[src/design/scpm_pkg.sv]
// constants for the strap-configured shared pin multiplexer
package scpm_pkg;
  localparam int   HD_W          = 32;
  localparam int   HD_NARROW_W   = 16;
  localparam int   GP_W          = 16;
  localparam int   GP_CLK4       = 1;
  localparam int   GP_CLK6       = 2;
  localparam int   GP_SERIAL2_EXTERNAL_CLOCK_INPUT      = 8;
  localparam int   GP_UPPER_LO   = 9;
  localparam int   GP_UPPER_N    = 7;
  localparam int   SER1_SHARED_W = 2;
  localparam int   CELL_ONLY_W   = 8;
  localparam logic STRAP_WIDTH_RST = 1'h0;
  localparam logic STRAP_CELL_RST  = 1'h0;
  localparam logic STRAP_LBUS_RST  = 1'h0;
  localparam logic GP_EN_ON      = 1'h1;
  localparam logic GP_DIR_OUT    = 1'h1;
  localparam logic OE_DRIVE      = 1'h0;
  localparam logic OE_FLOAT      = 1'h1;
endpackage

[src/design/scpm_pin_mux.sv]
// shared pin multiplexer with reset straps and software gpio takeover
// Operation
// - width strap low at reset: 16-bit host port, upper data lines float
// - width strap high at reset: 32-bit host port on all data lines
// - software-selected pins change function whenever the bits change
// - strap-selected pins fix their function at reset until next reset
// - each strap-selected pin group has at most one owning peripheral; cell-only pins have none with cell strap 0
// - after reset clock outputs and serial-2 clock keep peripheral roles
// - gpio enable bit at 1 gives the pin to gpio
// - enabled gpio: direction 0 is input, 1 drives output
// - gpio lines 9 to 15 usable only with local-bus strap at 0
// - upper gpio lines inactive after reset; bus strap defaults disabled
// - default shared serial-1/cell pins carry serial-1 data and frame sync
// - cell strap 0: serial 1 owns shared pins, cell-only pins float
// - bus strap 0: host port owns shared pins, local bus disabled
module scpm_pin_mux (
  input  wire logic        mclk,
  input  wire logic        reset,
  input  wire logic        host_width_strap_pin,
  input  wire logic        cell_interface_select_strap,
  input  wire logic        local_bus_select_strap,
  input  wire logic [15:0] gpio_line_enable_bit,
  input  wire logic [15:0] gpio_line_direction_bit,
  input  wire logic [15:0] gpio_out_value,
  output logic      [15:0] gpio_in_value,
  input  wire logic        cpu_div4_clock_output,
  input  wire logic        cpu_div6_clock_output,
  output logic             clk4_pin_o,
  output logic             clk4_pin_oe_n,
  output logic             clk6_pin_o,
  output logic             clk6_pin_oe_n,
  input  wire logic        serial2_external_clock_input_pin_i,
  output logic             serial2_external_clock_input_pin_o,
  output logic             serial2_external_clock_input_pin_oe_n,
  output logic             serial2_external_clock_input,
  input  wire logic [6:0]  upper_gpio_lines_i,
  output logic      [6:0]  upper_gpio_lines_o,
  output logic      [6:0]  upper_gpio_lines_oe_n,
  input  wire logic [6:0]  lbus_upper_out,
  input  wire logic [6:0]  lbus_upper_oe_req_n,
  output logic      [6:0]  lbus_upper_in,
  input  wire logic        serial1_transmit_data,
  input  wire logic        serial1_transmit_frame_sync,
  input  wire logic [1:0]  ser1_pin_i,
  output logic      [1:0]  ser1_pin_o,
  output logic      [1:0]  ser1_pin_oe_n,
  output logic      [1:0]  cell_tx_address_in,
  input  wire logic [7:0]  cell_only_out,
  input  wire logic [7:0]  cell_only_oe_req_n,
  output logic      [7:0]  cell_only_pin_o,
  output logic      [7:0]  cell_only_pin_oe_n,
  input  wire logic [31:0] host_data_lines_i,
  output logic      [31:0] host_data_lines_o,
  output logic      [31:0] host_data_lines_oe_n,
  input  wire logic [31:0] host_port_dout,
  input  wire logic        host_port_oe_req_n,
  output logic      [31:0] host_port_din,
  input  wire logic [31:0] lbus_ad_out,
  input  wire logic        lbus_ad_oe_req_n,
  output logic      [31:0] lbus_ad_in,
  output logic             host_port_narrow_mode,
  output logic             host_port_wide_mode,
  output logic             cell_mode,
  output logic             local_bus_mode
);
  localparam int NW = scpm_pkg::HD_NARROW_W;
  localparam int UL = scpm_pkg::GP_UPPER_LO;

  // ------------------------------------------------------------
  // strap capture
  // ------------------------------------------------------------
  logic armed_q, armed_d, live_q;
  logic width_q, width_d, cell_q, cell_d, lb_q, lb_d;

  // armed stays set through reset so the first edge with reset low
  // takes the straps; later edges only hold them
  always_comb begin
    armed_d = 1'b0;
    width_d = width_q;
    cell_d  = cell_q;
    lb_d    = lb_q;
    if (armed_q) begin
      width_d = host_width_strap_pin;
      cell_d  = cell_interface_select_strap;
      lb_d    = local_bus_select_strap;
    end
  end

  always_ff @(posedge mclk) begin
    if (reset) begin
      armed_q <= 1'b1;
      live_q  <= 1'b0;
      width_q <= scpm_pkg::STRAP_WIDTH_RST;
      cell_q  <= scpm_pkg::STRAP_CELL_RST;
      lb_q    <= scpm_pkg::STRAP_LBUS_RST;
    end else begin
      armed_q <= armed_d;
      live_q  <= 1'b1;
      width_q <= width_d;
      cell_q  <= cell_d;
      lb_q    <= lb_d;
    end
  end

  // ------------------------------------------------------------
  // pin selection
  // ------------------------------------------------------------
  logic [15:0] en, dir, gin_d;
  logic [6:0]  up_o_d, up_oe_d, lb_in_d;
  logic [1:0]  s1_o_d, s1_oe_d, cta_d;
  logic [7:0]  co_o_d, co_oe_d;
  logic [31:0] hd_o_d, hd_oe_d, hp_in_d, lb_ad_d;
  logic        c4_o_d, c4_oe_d, c6_o_d, c6_oe_d;
  logic        cs_o_d, cs_oe_d, s2c_d;

  assign en  = gpio_line_enable_bit;
  assign dir = gpio_line_direction_bit;

  // upper lines: local bus owns them, else gpio if enabled, else idle
  generate
    for (genvar i = 0; i < scpm_pkg::GP_UPPER_N; i++) begin : g_up
      always_comb begin
        lb_in_d[i] = 1'b0;
        up_o_d[i]  = 1'b0;
        up_oe_d[i] = scpm_pkg::OE_FLOAT;
        if (lb_q) begin
          lb_in_d[i] = upper_gpio_lines_i[i];
          up_o_d[i]  = lbus_upper_out[i];
          up_oe_d[i] = lbus_upper_oe_req_n[i];
        end else if (en[UL+i] == scpm_pkg::GP_EN_ON &&
                     dir[UL+i] == scpm_pkg::GP_DIR_OUT) begin
          up_o_d[i]  = gpio_out_value[UL+i];
          up_oe_d[i] = scpm_pkg::OE_DRIVE;
        end
      end
    end
  endgenerate

  always_comb begin
    gin_d = '0;
    // clock outputs: peripheral unless gpio takes the pin
    c4_o_d  = cpu_div4_clock_output;
    c4_oe_d = scpm_pkg::OE_DRIVE;
    if (en[scpm_pkg::GP_CLK4] == scpm_pkg::GP_EN_ON) begin
      c4_o_d  = gpio_out_value[scpm_pkg::GP_CLK4];
      c4_oe_d = ~dir[scpm_pkg::GP_CLK4];
      gin_d[scpm_pkg::GP_CLK4] = clk4_pin_o;
    end
    c6_o_d  = cpu_div6_clock_output;
    c6_oe_d = scpm_pkg::OE_DRIVE;
    if (en[scpm_pkg::GP_CLK6] == scpm_pkg::GP_EN_ON) begin
      c6_o_d  = gpio_out_value[scpm_pkg::GP_CLK6];
      c6_oe_d = ~dir[scpm_pkg::GP_CLK6];
      gin_d[scpm_pkg::GP_CLK6] = clk6_pin_o;
    end
    // serial-2 clock is an input pin until gpio claims it
    s2c_d   = serial2_external_clock_input_pin_i;
    cs_o_d  = 1'b0;
    cs_oe_d = scpm_pkg::OE_FLOAT;
    if (en[scpm_pkg::GP_SERIAL2_EXTERNAL_CLOCK_INPUT] == scpm_pkg::GP_EN_ON) begin
      s2c_d   = 1'b0;
      cs_o_d  = gpio_out_value[scpm_pkg::GP_SERIAL2_EXTERNAL_CLOCK_INPUT];
      cs_oe_d = ~dir[scpm_pkg::GP_SERIAL2_EXTERNAL_CLOCK_INPUT];
      gin_d[scpm_pkg::GP_SERIAL2_EXTERNAL_CLOCK_INPUT] = serial2_external_clock_input_pin_i;
    end
    if (!lb_q) begin
      for (int k = 0; k < scpm_pkg::GP_UPPER_N; k++) begin
        if (en[UL+k] == scpm_pkg::GP_EN_ON) begin
          gin_d[UL+k] = upper_gpio_lines_i[k];
        end
      end
    end
    // serial 1 and cell interface never share ownership
    s1_o_d  = {serial1_transmit_frame_sync, serial1_transmit_data};
    s1_oe_d = {scpm_pkg::SER1_SHARED_W{scpm_pkg::OE_DRIVE}};
    cta_d   = '0;
    co_o_d  = '0;
    co_oe_d = {scpm_pkg::CELL_ONLY_W{scpm_pkg::OE_FLOAT}};
    if (cell_q) begin
      s1_o_d  = '0;
      s1_oe_d = {scpm_pkg::SER1_SHARED_W{scpm_pkg::OE_FLOAT}};
      cta_d   = ser1_pin_i;
      co_o_d  = cell_only_out;
      co_oe_d = cell_only_oe_req_n;
    end
    // host data lines: host port or local bus, narrow mode floats top half
    hp_in_d = '0;
    lb_ad_d = '0;
    hd_o_d  = host_port_dout;
    hd_oe_d = {scpm_pkg::HD_W{host_port_oe_req_n}};
    if (lb_q) begin
      lb_ad_d = host_data_lines_i;
      hd_o_d  = lbus_ad_out;
      hd_oe_d = {scpm_pkg::HD_W{lbus_ad_oe_req_n}};
    end else if (!width_q) begin
      hp_in_d[NW-1:0] = host_data_lines_i[NW-1:0];
      hd_o_d[scpm_pkg::HD_W-1:NW]  = '0;
      hd_oe_d[scpm_pkg::HD_W-1:NW] = {NW{scpm_pkg::OE_FLOAT}};
    end else begin
      hp_in_d = host_data_lines_i;
    end
  end

  always_ff @(posedge mclk) begin
    if (reset) begin
      gpio_in_value         <= '0;
      clk4_pin_o            <= 1'b0;
      clk4_pin_oe_n         <= scpm_pkg::OE_FLOAT;
      clk6_pin_o            <= 1'b0;
      clk6_pin_oe_n         <= scpm_pkg::OE_FLOAT;
      serial2_external_clock_input_pin_o           <= 1'b0;
      serial2_external_clock_input_pin_oe_n        <= scpm_pkg::OE_FLOAT;
      serial2_external_clock_input <= 1'b0;
      upper_gpio_lines_o    <= '0;
      upper_gpio_lines_oe_n <= '1;
      lbus_upper_in         <= '0;
      ser1_pin_o            <= '0;
      ser1_pin_oe_n         <= '1;
      cell_tx_address_in    <= '0;
      cell_only_pin_o       <= '0;
      cell_only_pin_oe_n    <= '1;
      host_data_lines_o     <= '0;
      host_data_lines_oe_n  <= '1;
      host_port_din         <= '0;
      lbus_ad_in            <= '0;
      host_port_narrow_mode <= 1'b0;
      host_port_wide_mode   <= 1'b0;
      cell_mode             <= 1'b0;
      local_bus_mode        <= 1'b0;
    end else begin
      gpio_in_value         <= gin_d;
      clk4_pin_o            <= c4_o_d;
      clk4_pin_oe_n         <= c4_oe_d;
      clk6_pin_o            <= c6_o_d;
      clk6_pin_oe_n         <= c6_oe_d;
      serial2_external_clock_input_pin_o           <= cs_o_d;
      serial2_external_clock_input_pin_oe_n        <= cs_oe_d;
      serial2_external_clock_input <= s2c_d;
      upper_gpio_lines_o    <= up_o_d;
      upper_gpio_lines_oe_n <= up_oe_d;
      lbus_upper_in         <= lb_in_d;
      ser1_pin_o            <= s1_o_d;
      ser1_pin_oe_n         <= s1_oe_d;
      cell_tx_address_in    <= cta_d;
      cell_only_pin_o       <= co_o_d;
      cell_only_pin_oe_n    <= co_oe_d;
      host_data_lines_o     <= hd_o_d;
      host_data_lines_oe_n  <= hd_oe_d;
      host_port_din         <= hp_in_d;
      lbus_ad_in            <= lb_ad_d;
      host_port_narrow_mode <= ~lb_q & ~width_q;
      host_port_wide_mode   <= ~lb_q & width_q;
      cell_mode             <= cell_q;
      local_bus_mode        <= lb_q;
    end
  end
endmodule

[config.mk]
export PLATFORM = sky130hd
export DESIGN_NAME = scpm_pin_mux
export DESIGN_NICKNAME = d
export VERILOG_FILES = /design/src/design/scpm_pkg.sv /design/src/design/scpm_pin_mux.sv
export SDC_FILE = /design/constraint.sdc
export NUM_CORES = 1
export LEC_CHECK = 0
export BUFFER_PORTS_ARGS = -buffer_cell sky130_fd_sc_hd__buf_2
export CAP_MARGIN = 20
export CORE_AREA = 4 4 149 151
export CTS_CLUSTER_DIAMETER = 50
export DETAILED_ROUTE_END_ITERATION = 7
export DIE_AREA = 0 0 153 155
export GPL_TIMING_DRIVEN = 0
export PLACE_DENSITY = 0.55
export SLEW_MARGIN = 20
export SYNTH_ARGS = -nofsm -noshare
export SYNTH_HDL_FRONTEND = slang
export SYNTH_SLANG_ARGS = --single-unit
export TNS_END_PERCENT = 50
[constraint.sdc]
create_clock -name mclk -period 2.9 [get_ports mclk]
set_input_delay 0.58 -clock mclk [delete_from_list [all_inputs] [get_ports mclk]]
set_output_delay 0.58 -clock mclk [all_outputs]
set_load 0.005 [all_outputs]
==> run summary, run 1 <==
Status: finished clean
Top-count cell post-synth: dfxtp_1
CP max stage delay: 680 ps
Hold Path Origin: gpio_line_direction_bit[8]
Post-Syn Area: 5330 um2
Critical Path Start: host_data_lines_oe_n[15]
Setup_tns: 0 ps
Maxcap violations: 0
Initial antenna violation count: 1
List of most frequent post-synthesis cells: dfxtp_1, and2_1, buf_4
Number of remaining DRC errors: 0
CORE AREA: 20800 um2
Die Y: 155 um
GRT Residual Overflow: 0
Layout cell share with drive strength beyond 1: 51.2%
Worst skew pair latency: 420 ps
First-pass GRT wire length: 27200 um
Clock Pin Slew Worst Setup and Hold Paths: 70 ps
Critical Path RT: 2320 ps
# IOs: 393
Gr usage total: 15.0%
CTS max path bufs: 2
Total CTS buffers: 17
Hold/Removal Path Class: primary input to flop
Tcrit/Tclk final: 68.5%
First DRT Iteration DRCs: 130
Post-synth EDFFs: 0
Arrival @ worst endpoint: 1410 ps
Final HPWL DP: 15000 um
Worst slew pin tran: 700 ps
Synth Register Bits: 165
Seq/Total Area, Yosys: 62.0%
I/O Buffers: 368
CTS resizes: 0
Row cnt: 53
Routed len/inst: 15.8 um
Rel. slew slack: 53.1%
Detailed-route vias per instance: 3.93
Die Wd: 153 um
P_leak: 4.09 nW
Via count: 4582
Endpoints failing hold: 0
CP endpoint kind: primary output
Clock Sinks: 165
Routed Antenna Nets: 0
Avg Inst Size Synth: 11.0 um2
Yosys warns: 0
Crit path launch type: flop
Cell family with most CP delay: flip-flops
Final min period: 1990 ps
Setup violations, final: 0
Max IR drop VDD: 0.316 mV
Post-CTS Repair Setup Buffers: 0
Register Area: 3300 um2
Reg2reg start: lb_q
Fmax achieved: 504 MHz
GP Congestion: 0.816
Synth area leaders: dfxtp_1, and2_1, buf_4
Routed WL: 18400 um
Unrepaired setup endpoints after global routing: no
Final Skew: 12.6 ps
H-tree Lvls: 4
Synth Flop Type: dfxtp_1
Max-slew violation count: 0
CP Cell Sequence: buf_4 -> buf_2
Root Driver: clkbuf_16
Post-Synthesis Cells: 485
FILL cells: 2121
Starting Density: 25.6%
Vias in the first global route: 4604
Pin count of the biggest net entering global routing: 20
Count of cell types in the netlist: 28
FFs w/ async S/R, synth: 0%
Max stage delay cell, worst path: dfxtp_1
Yosys top cell area share: 62.0%
Critical path fanouts, max: 16
CTS tree: yes
Overall power: 5.14 mW
Drt pass-1 iters: 4
Area grow syn2layout: 52.8%
Cts-stage hold buffer count: 0
Kind of critical path: flop to primary output
Footprint of the multi-input gates: 1600 um2
Die area: 23700 um2
Buffers & Inverters on Critical Path: 2
Nets: 1072
Largest area contributor in the netlist: dfxtp_1
P per Cell Area: 632 nW/um2
==> area by class of cell <==
| class | count | area share, % |
|---|---|---|
| clock buffers | 17 | 5.23 |
| clock inverters | 15 | 2.18 |
| well taps | 275 | 4.23 |
| plain buffers | 63 | 5.21 |
| flip-flops and latches | 165 | 40.6 |
| multi-input cells | 258 | 19.7 |
| inverters | 4 | 0.185 |
| diodes | 1 | 0.0308 |
| repair buffers | 368 | 22.6 |
==> layer usage <==
metal	vias to the layer above	wire (um)	global-route usage, %
met3	16	1490	4.92
met2	223	9240	26.4
li1	2295	-	-
met5	-	0	0
met4	0	329	5.01
met1	2048	7390	17.2
==> registers in the layout, summed over array words and instances (netlist names), 2 cells and up <==
name and count:
cell_only_pin_oe_n 8, cell_only_pin_o 8, host_port_din 32, upper_gpio_lines_oe_n 7, cell_tx_address_in 2, lbus_ad_in 32
lbus_upper_in 7, host_data_lines_oe_n 2, upper_gpio_lines_o 7, host_data_lines_o 32, gpio_in_value 10, ser1_pin_o 2
==> report_power, final <==
part / leakage, nW / internal [mW] / switching (mW)
registers: 1.35 / 2.36 / 0.0307
clock network: 0.284 / 1.17 / 1.09
logic: 2.46 / 0.271 / 0.225
==> through the flow <==
stage	hold slack (ps)	util (%)	area, um2	worst slack, ps	cells
2_1_floorplan	433	-	5340	1590	490
3_3_place_gp	435	36.2	7530	984	1133
3_5_place_dp	438	36.2	7530	1010	1133
4_1_cts	286	39.1	8130	869	1165
5_1_grt	295	39.1	8140	789	1166
6_report	306	39.1	8140	915	1166
==> cells by family (layout without fill, tap and decap cells) <==
logic type      Yosys count  count (layout)  synth area share (%)
other cells               1               7                0.0704
buf+inv                  67             467                  8.25
flops                   165             165                  62.0
compound gates           34              34                  3.71
simple gates            197             197                  22.0
mux                      21              21                  3.95
==> worst register-to-register path: stages (launching register included) <==
cell     delay (ps)
dfxtp_1         360
nor3b_2         610
buf_2           330
and2_1          150
==> worst paths after layout <==
check	endpoint	slack, ps	depth (start not counted)
max reg2reg	host_port_din[27]	1400	3
max	host_data_lines_oe_n[15]	910	2
min	serial2_external_clock_input_pin_oe_n	310	2
min reg2reg	gpio_in_value[2]	450	2
==> cell usage in the layout (no fill, tap or decap), types with 4 or more instances in the layout <==
cell	netlist	routed
nand4b_1	7	7
mux2i_1	21	21
nand2b_1	15	15
clkbuf_1	11	11
a21oi_1	23	23
nor2_1	26	26
buf_4	43	43
a21o_1	9	9
inv_8	0	5
and3_1	7	7
nand2_1	26	26
clkinv_8	0	4
and2_1	83	83
nand3b_1	23	23
inv_1	4	4
buf_2	6	374
clkbuf_16	0	17
dfxtp_1	165	165
conb_1	1	6
Power figures use the tool's default switching activity.
==> run 2, diff against run 1 <==
--- a/config.mk
+++ b/config.mk
@@ -5,14 +5,15 @@
 export SDC_FILE = /design/constraint.sdc
 export NUM_CORES = 1
 export LEC_CHECK = 0
+export ABC_AREA = 1
 export BUFFER_PORTS_ARGS = -buffer_cell sky130_fd_sc_hd__buf_2
 export CAP_MARGIN = 20
-export CORE_AREA = 4 4 149 151
+export CORE_AREA = 4 4 151 153
 export CTS_CLUSTER_DIAMETER = 50
 export DETAILED_ROUTE_END_ITERATION = 7
-export DIE_AREA = 0 0 153 155
+export DIE_AREA = 0 0 155 157
 export GPL_TIMING_DRIVEN = 0
-export PLACE_DENSITY = 0.55
+export PLACE_DENSITY = 0.53
 export SLEW_MARGIN = 20
 export SYNTH_ARGS = -nofsm -noshare
 export SYNTH_HDL_FRONTEND = slang
==> constraint.sdc (replaced) <==
create_clock -name mclk -period 1.95 [get_ports mclk]
set_input_delay 0.39 -clock mclk [delete_from_list [all_inputs] [get_ports mclk]]
set_output_delay 0.39 -clock mclk [all_outputs]
set_load 0.005 [all_outputs]
==> run summary, run 2 <==
Status: finished clean
Overall power: 7.69 mW (+50%)
Total CTS buffers: 17 (unchanged)
Layout cell share with drive strength beyond 1: 47.7% (-3.6 points)
CP Cell Sequence: buf_4 -> buf_2
Synth Register Bits: 165 (unchanged)
First-pass GRT wire length: 24800 um (-8.8%)
Setup_tns: 0 ps (unchanged)
Top-count cell post-synth: dfxtp_1
Gr usage total: 13.3% (-1.7 points)
Rel. slew slack: 64.1% (+11 points)
Most frequent cells in the layout: buf_2, dfxtp_1, nor2_1
FILL cells: 2311 (+9.0%)
Avg Inst Size Synth: 8.81 um2 (-20%)
Sequential Power Share: 46.4% (about the same)
Kind of critical path: flop to primary output
Power share of the combinational group: 9.8% (about the same)
Hold Path Origin: gpio_line_direction_bit[8]
Maxcap violations: 0 (unchanged)
Detailed-route vias per instance: 3.70 (-5.8%)
GRT Residual Overflow: 0 (unchanged)
List of most frequent post-synthesis cells: dfxtp_1, nor2_1, nand2_1
Root Driver: clkbuf_16
Reg2reg start: lb_q
Sw Share: 25.0% (-1.1 points)
Via count: 4684 (+2.2%)
RR Endpoint: host_data_lines_o[8]
Row cnt: 54 (+1.9%)
Pin count of the biggest net entering global routing: 18 (-10%)
Die Wd: 155 um (+1.3%)
Hold/Removal Path Class: primary input to flop
Nets: 1168 (+9.0%)
Worst slew pin tran: 538 ps (-162 ps)
FFs w/ async S/R, synth: 0% (unchanged)
P per Cell Area: 970 nW/um2 (+54%)
Initial antenna violation count: 1 (unchanged)
CTS tree: yes
Die Y: 157 um (+1.3%)
Post-synthesis compound-gate area fraction: 0.685% (-3.0 points)
Count of cell types in the netlist: 16 (-43%)
Routed WL: 17000 um (-7.9%)
CTS max path bufs: 2 (unchanged)
Post-Synth XOR/XNOR Area: 0% (unchanged)
Multiplexer share of the synthesized area: 0% (-3.9 points)
Fin area: 7930 um2 (-2.5%)
Endpoints failing hold: 0 (unchanged)
Cell family with most CP delay: flip-flops
Crit path launch type: flop
# IOs: 393 (unchanged)
Number of diodes: 0 (-1)
P_leak: 4.56 nW (+11%)
Post-Syn Area: 5120 um2 (-3.9%)
Worst skew pair latency: 420 ps (about the same)
Hold Path Cell Cnt: 2 (unchanged)
Post-DP Area: 7330 um2 (-2.7%)
Drt pass-1 iters: 4 (unchanged)
Top Registers: host_data_lines_o x32, host_port_din x32, lbus_ad_in x32
Switching power: 1.93 mW (+43%)
CP max stage delay: 660 ps (-20 ps)
Routed Antenna Nets: 0 (unchanged)
CORE AREA: 21600 um2 (+3.5%)
Cells on worst reg2reg path: 5 (+2)
Starting Density: 23.7% (-1.8 points)
Max IR drop VDD: 0.533 mV (+69%)
Tcrit/Tclk final: 90.2%
Critical Path RT: 1560 ps (-760 ps)
Synth area leaders: dfxtp_1, nor2_1, nand2_1
Flop-to-flop setup slack: 650 ps (-750 ps)
Final HPWL DP: 13800 um (-8.1%)
Max-slew violation count: 0 (unchanged)
Dominant combinational cell family by area after synthesis: simple AND/OR/NAND/NOR gates
Post-Synthesis Cells: 581 (+20%)
Synth Area in Simple Gates: 21.8% (-0.21 points)
CP endpoint kind: primary output
Seq/Total Area, Yosys: 64.5% (+2.5 points)
Arrival @ worst endpoint: 1370 ps (-40 ps)
H-tree Lvls: 4 (unchanged)
Final min period: 1760 ps
Clock Sinks: 165 (unchanged)
Clock Pin Slew Worst Setup and Hold Paths: 70 ps (about the same)
Synth Area in Adders: 0% (unchanged)
Die area: 24300 um2 (+2.6%)
Yosys warns: 0 (unchanged)
Clock power frac: 43.7% (-0.2 points)
I/O Buffers: 368 (unchanged)
End of the worst hold path: serial2_external_clock_input_pin_oe_n
Largest area contributor in the netlist: dfxtp_1
Footprint of the multi-input gates: 1170 um2 (-27%)
Cts-stage hold buffer count: 0 (unchanged)
Synth Flop Type: dfxtp_1
Critical path fanouts, max: 16 (unchanged)
First DRT Iteration DRCs: 149 (+15%)
CTS resizes: 0 (unchanged)
Most common cell after layout, fill and taps aside: buf_2
Number of remaining DRC errors: 0 (unchanged)
Setup violations, final: 0 (unchanged)
Routed len/inst: 13.4 um (-15%)
Max stage delay cell, worst path: dfxtp_1
GP Congestion: 0.767 (-6.0%)
Vias in the first global route: 4540 (-1.4%)
Final Skew: 10.8 ps (-1.73 ps)
Yosys top cell area share: 64.5% (+2.5 points)
Register Area: 3300 um2 (unchanged)
Buffers & Inverters on Critical Path: 2 (unchanged)
Fmax achieved: 569 MHz
Post-CTS Repair Setup Buffers: 0 (unchanged)
Post-synth EDFFs: 0 (unchanged)
Unrepaired setup endpoints after global routing: no
Area grow syn2layout: 55.0%
P_int: 5.77 mW (+52%)
## run 2: layout make-up
cell class,count,share of cell area [%]
plain buffers,59,5.06
clock buffers,18,5.54
clock inverters,14,2.05
inverters,69,3.27
multi-input cells,293,14.8
flip-flops and latches,165,41.7
well taps,280,4.42
repair buffers,368,23.2
## run 2: per-stage QoR
stage / hold slack (ps) / utilization, % / worst slack (ps) / std cells
CTS: 126 / 36.8 / 152 / 1266
global route: 134 / 36.8 / 51.1 / 1266
finish: 151 / 36.8 / 191 / 1266
detailed placement: 480 / 34.0 / 440 / 1234
global placement: 485 / 34.0 / 424 / 1234
floorplan: 418 / - / 833 / 586
## run 2: power by group through the flow
stage | combinational [mW] | sequential (mW) | clock, mW
global route | 0.853 | 3.59 | 3.62
CTS | 0.779 | 3.57 | 3.47
finish | 0.757 | 3.57 | 3.36
detailed placement | 0.776 | 3.65 | 0
floorplan | 0.280 | 3.67 | 0
global placement | 0.778 | 3.65 | 0
## run 2: layer usage
| layer | track usage (%) | vias to the layer above | routed length, um |
|---|---|---|---|
| met5 | 0 | - | 8 |
| met4 | 4.46 | 2 | 236 |
| met3 | 4.76 | 13 | 1630 |
| met2 | 23.7 | 211 | 8440 |
| met1 | 14.9 | 2006 | 6660 |
| li1 | - | 2452 | - |
## run 2: logic make-up after synthesis
logic type,Yosys count
buffers and inverters,128
other,1
flip-flops,165
AND/OR/NAND/NOR,280
AO/OA/AOI/OAI,7
## run 2: worst max-delay path by stage
stage / from / to / slack (ps) / cells after the start
3_5_place_dp: reset / lbus_ad_in[4] / 440 / 6
5_1_grt: host_data_lines_oe_n[30] / host_data_lines_oe_n[28] / 50 / 2
6_report: host_data_lines_oe_n[30] / host_data_lines_oe_n[20] / 190 / 2
4_1_cts: host_data_lines_oe_n[30] / host_data_lines_oe_n[29] / 150 / 2
3_3_place_gp: reset / lbus_ad_in[4] / 420 / 6
2_1_floorplan: host_data_lines_oe_n[15] / host_data_lines_oe_n[10] / 830 / 1
==> run 3, diff against run 2 <==
--- a/config.mk
+++ b/config.mk
@@ -14,6 +14,7 @@
 export DIE_AREA = 0 0 155 157
 export GPL_TIMING_DRIVEN = 0
 export PLACE_DENSITY = 0.53
+export RECOVER_POWER = 100
 export SLEW_MARGIN = 20
 export SYNTH_ARGS = -nofsm -noshare
 export SYNTH_HDL_FRONTEND = slang
==> run summary, run 3 (synthesized netlist as in run 2, its figures left out) <==
Status: finished clean
Maxcap violations: 0 (unchanged)
Clock Pin Slew Worst Setup and Hold Paths: 70 ps (about the same)
Number of remaining DRC errors: 0 (unchanged)
Crit path launch type: flop
Post-CTS Repair Setup Buffers: 0 (unchanged)
Fmax achieved: 568 MHz (-0.12%)
Setup_tns: 0 ps (unchanged)
Max IR drop VDD: 0.533 mV (about the same)
Via count: 4688 (+0.085%)
Layout cell share with drive strength beyond 1: 33.7% (-14 points)
Final HPWL DP: 13800 um (unchanged)
GRT Residual Overflow: 0 (unchanged)
Final min period: 1760 ps (+2.17 ps)
CTS max path bufs: 2 (unchanged)
Clock Sinks: 165 (unchanged)
Post-DP Area: 7330 um2 (unchanged)
Hold/Removal Path Class: primary input to flop
Layout Cells excl Fill: 1266 (unchanged)
CORE AREA: 21600 um2 (unchanged)
Starting Density: 23.7% (unchanged)
Die area: 24300 um2 (unchanged)
Rel. slew slack: 48.8% (-15 points)
Gr usage total: 13.3% (unchanged)
First-pass GRT wire length: 24800 um (unchanged)
Pin count of the biggest net entering global routing: 18 (unchanged)
Critical Path RT: 1560 ps (about the same)
# IOs: 393 (unchanged)
CP endpoint kind: primary output
CTS tree: yes
Setup violations, final: 0 (unchanged)
Max-slew violation count: 0 (unchanged)
H-tree Lvls: 4 (unchanged)
Die Wd: 155 um (unchanged)
Fin area: 7740 um2 (-2.3%)
Routed Antenna Nets: 0 (unchanged)
Most common cell after layout, fill and taps aside: buf_2
Routed WL: 17000 um (+0.37%)
Detailed-route vias per instance: 3.70 (about the same)
Worst slew pin tran: 769 ps (+230 ps)
Nets: 1168 (unchanged)
Top Registers: host_data_lines_o x32, host_port_din x32, lbus_ad_in x32
Arrival @ worst endpoint: 1370 ps (about the same)
Die Y: 157 um (unchanged)
Overall power: 7.66 mW (-0.41%)
Most frequent cells in the layout: buf_2, dfxtp_1, clkbuf_1
Unrepaired setup endpoints after global routing: no
Critical path fanouts, max: 16 (unchanged)
Cts-stage hold buffer count: 0 (unchanged)
Initial antenna violation count: 1 (unchanged)
GP Congestion: 0.767 (unchanged)
First DRT Iteration DRCs: 164 (+10%)
Tcrit/Tclk final: 90.3% (+0.11 points)
I/O Buffers: 368 (unchanged)
P per Cell Area: 989 nW/um2 (+2.0%)
Worst skew pair latency: 420 ps (about the same)
CTS resizes: 0 (unchanged)
Total CTS buffers: 17 (unchanged)
Endpoints failing hold: 0 (unchanged)
Vias in the first global route: 4540 (unchanged)
Final Skew: 10.9 ps (+0.115 ps)
Kind of critical path: flop to primary output
Final setup margin: 189 ps (-2.18 ps)
P_leak: 4.07 nW (-11%)
Routed len/inst: 13.5 um (+0.37%)
Number of diodes: 0 (unchanged)
Area grow syn2layout: 51.3%
Cells after DPL: 1234 (unchanged)
Root Driver: clkbuf_16
Pre-CTS setup slack: 440 ps (unchanged)
Drt pass-1 iters: 4 (unchanged)
Row cnt: 54 (unchanged)
## run 3: cell types whose count changed in the layout (fill, tap and decap cells not counted), sizes merged
cell	before	now
buf	427	258
clkbuf	18	187
## run 3: critical path, cell delays in order (launching register included)
cell,delay (ps)
dfxtp_1,620
clkbuf_4,230
buf_2,100
## run 3: worst paths after layout
path	start	endpoint	slack (ps)	depth (start not counted)
min	gpio_line_direction_bit[8]	serial2_external_clock_input_pin_oe_n	150	2
min reg2reg	cell_q	cell_q	510	2
max reg2reg	lb_q	upper_gpio_lines_oe_n[6]	330	5
max	host_data_lines_oe_n[30]	host_data_lines_oe_n[20]	190	2
## run 3: power by group
group	switching, mW	internal (mW)	leakage [nW]	total, mW
sequential	0.0517	3.52	1.35	3.57
clock	1.51	1.86	0.285	3.37
combinational	0.370	0.345	2.43	0.715
total	1.94	5.73	4.07	7.66
## run 3: layout make-up
cell class	count	area [um2]
fill	2369	13800
sequential	165	3300
timing repair buffer	368	1690
multi-input combinational	293	1170
clock buffer	18	439
buffer	59	375
tap	280	350
inverter	69	259
clock inverter	14	163
## run 3: metal layers
| metal | track usage [%] | part of all wire [%] | up-vias |
|---|---|---|---|
| li1 | - | - | 2453 |
| met1 | 14.9 | 39 | 2006 |
| met2 | 23.7 | 49 | 212 |
| met3 | 4.76 | 9.6 | 15 |
| met4 | 4.46 | 1.6 | 2 |
| met5 | 0 | 0.047 | - |
## run 3: per-stage QoR
stage / hold WS (ps) / util (%)
final: 150 / 35.9
after global routing: 134 / 35.9
after CTS: 126 / 36.8
after detailed placement: 480 / 34.0
after global placement: 485 / 34.0
after floorplan: 418 / -
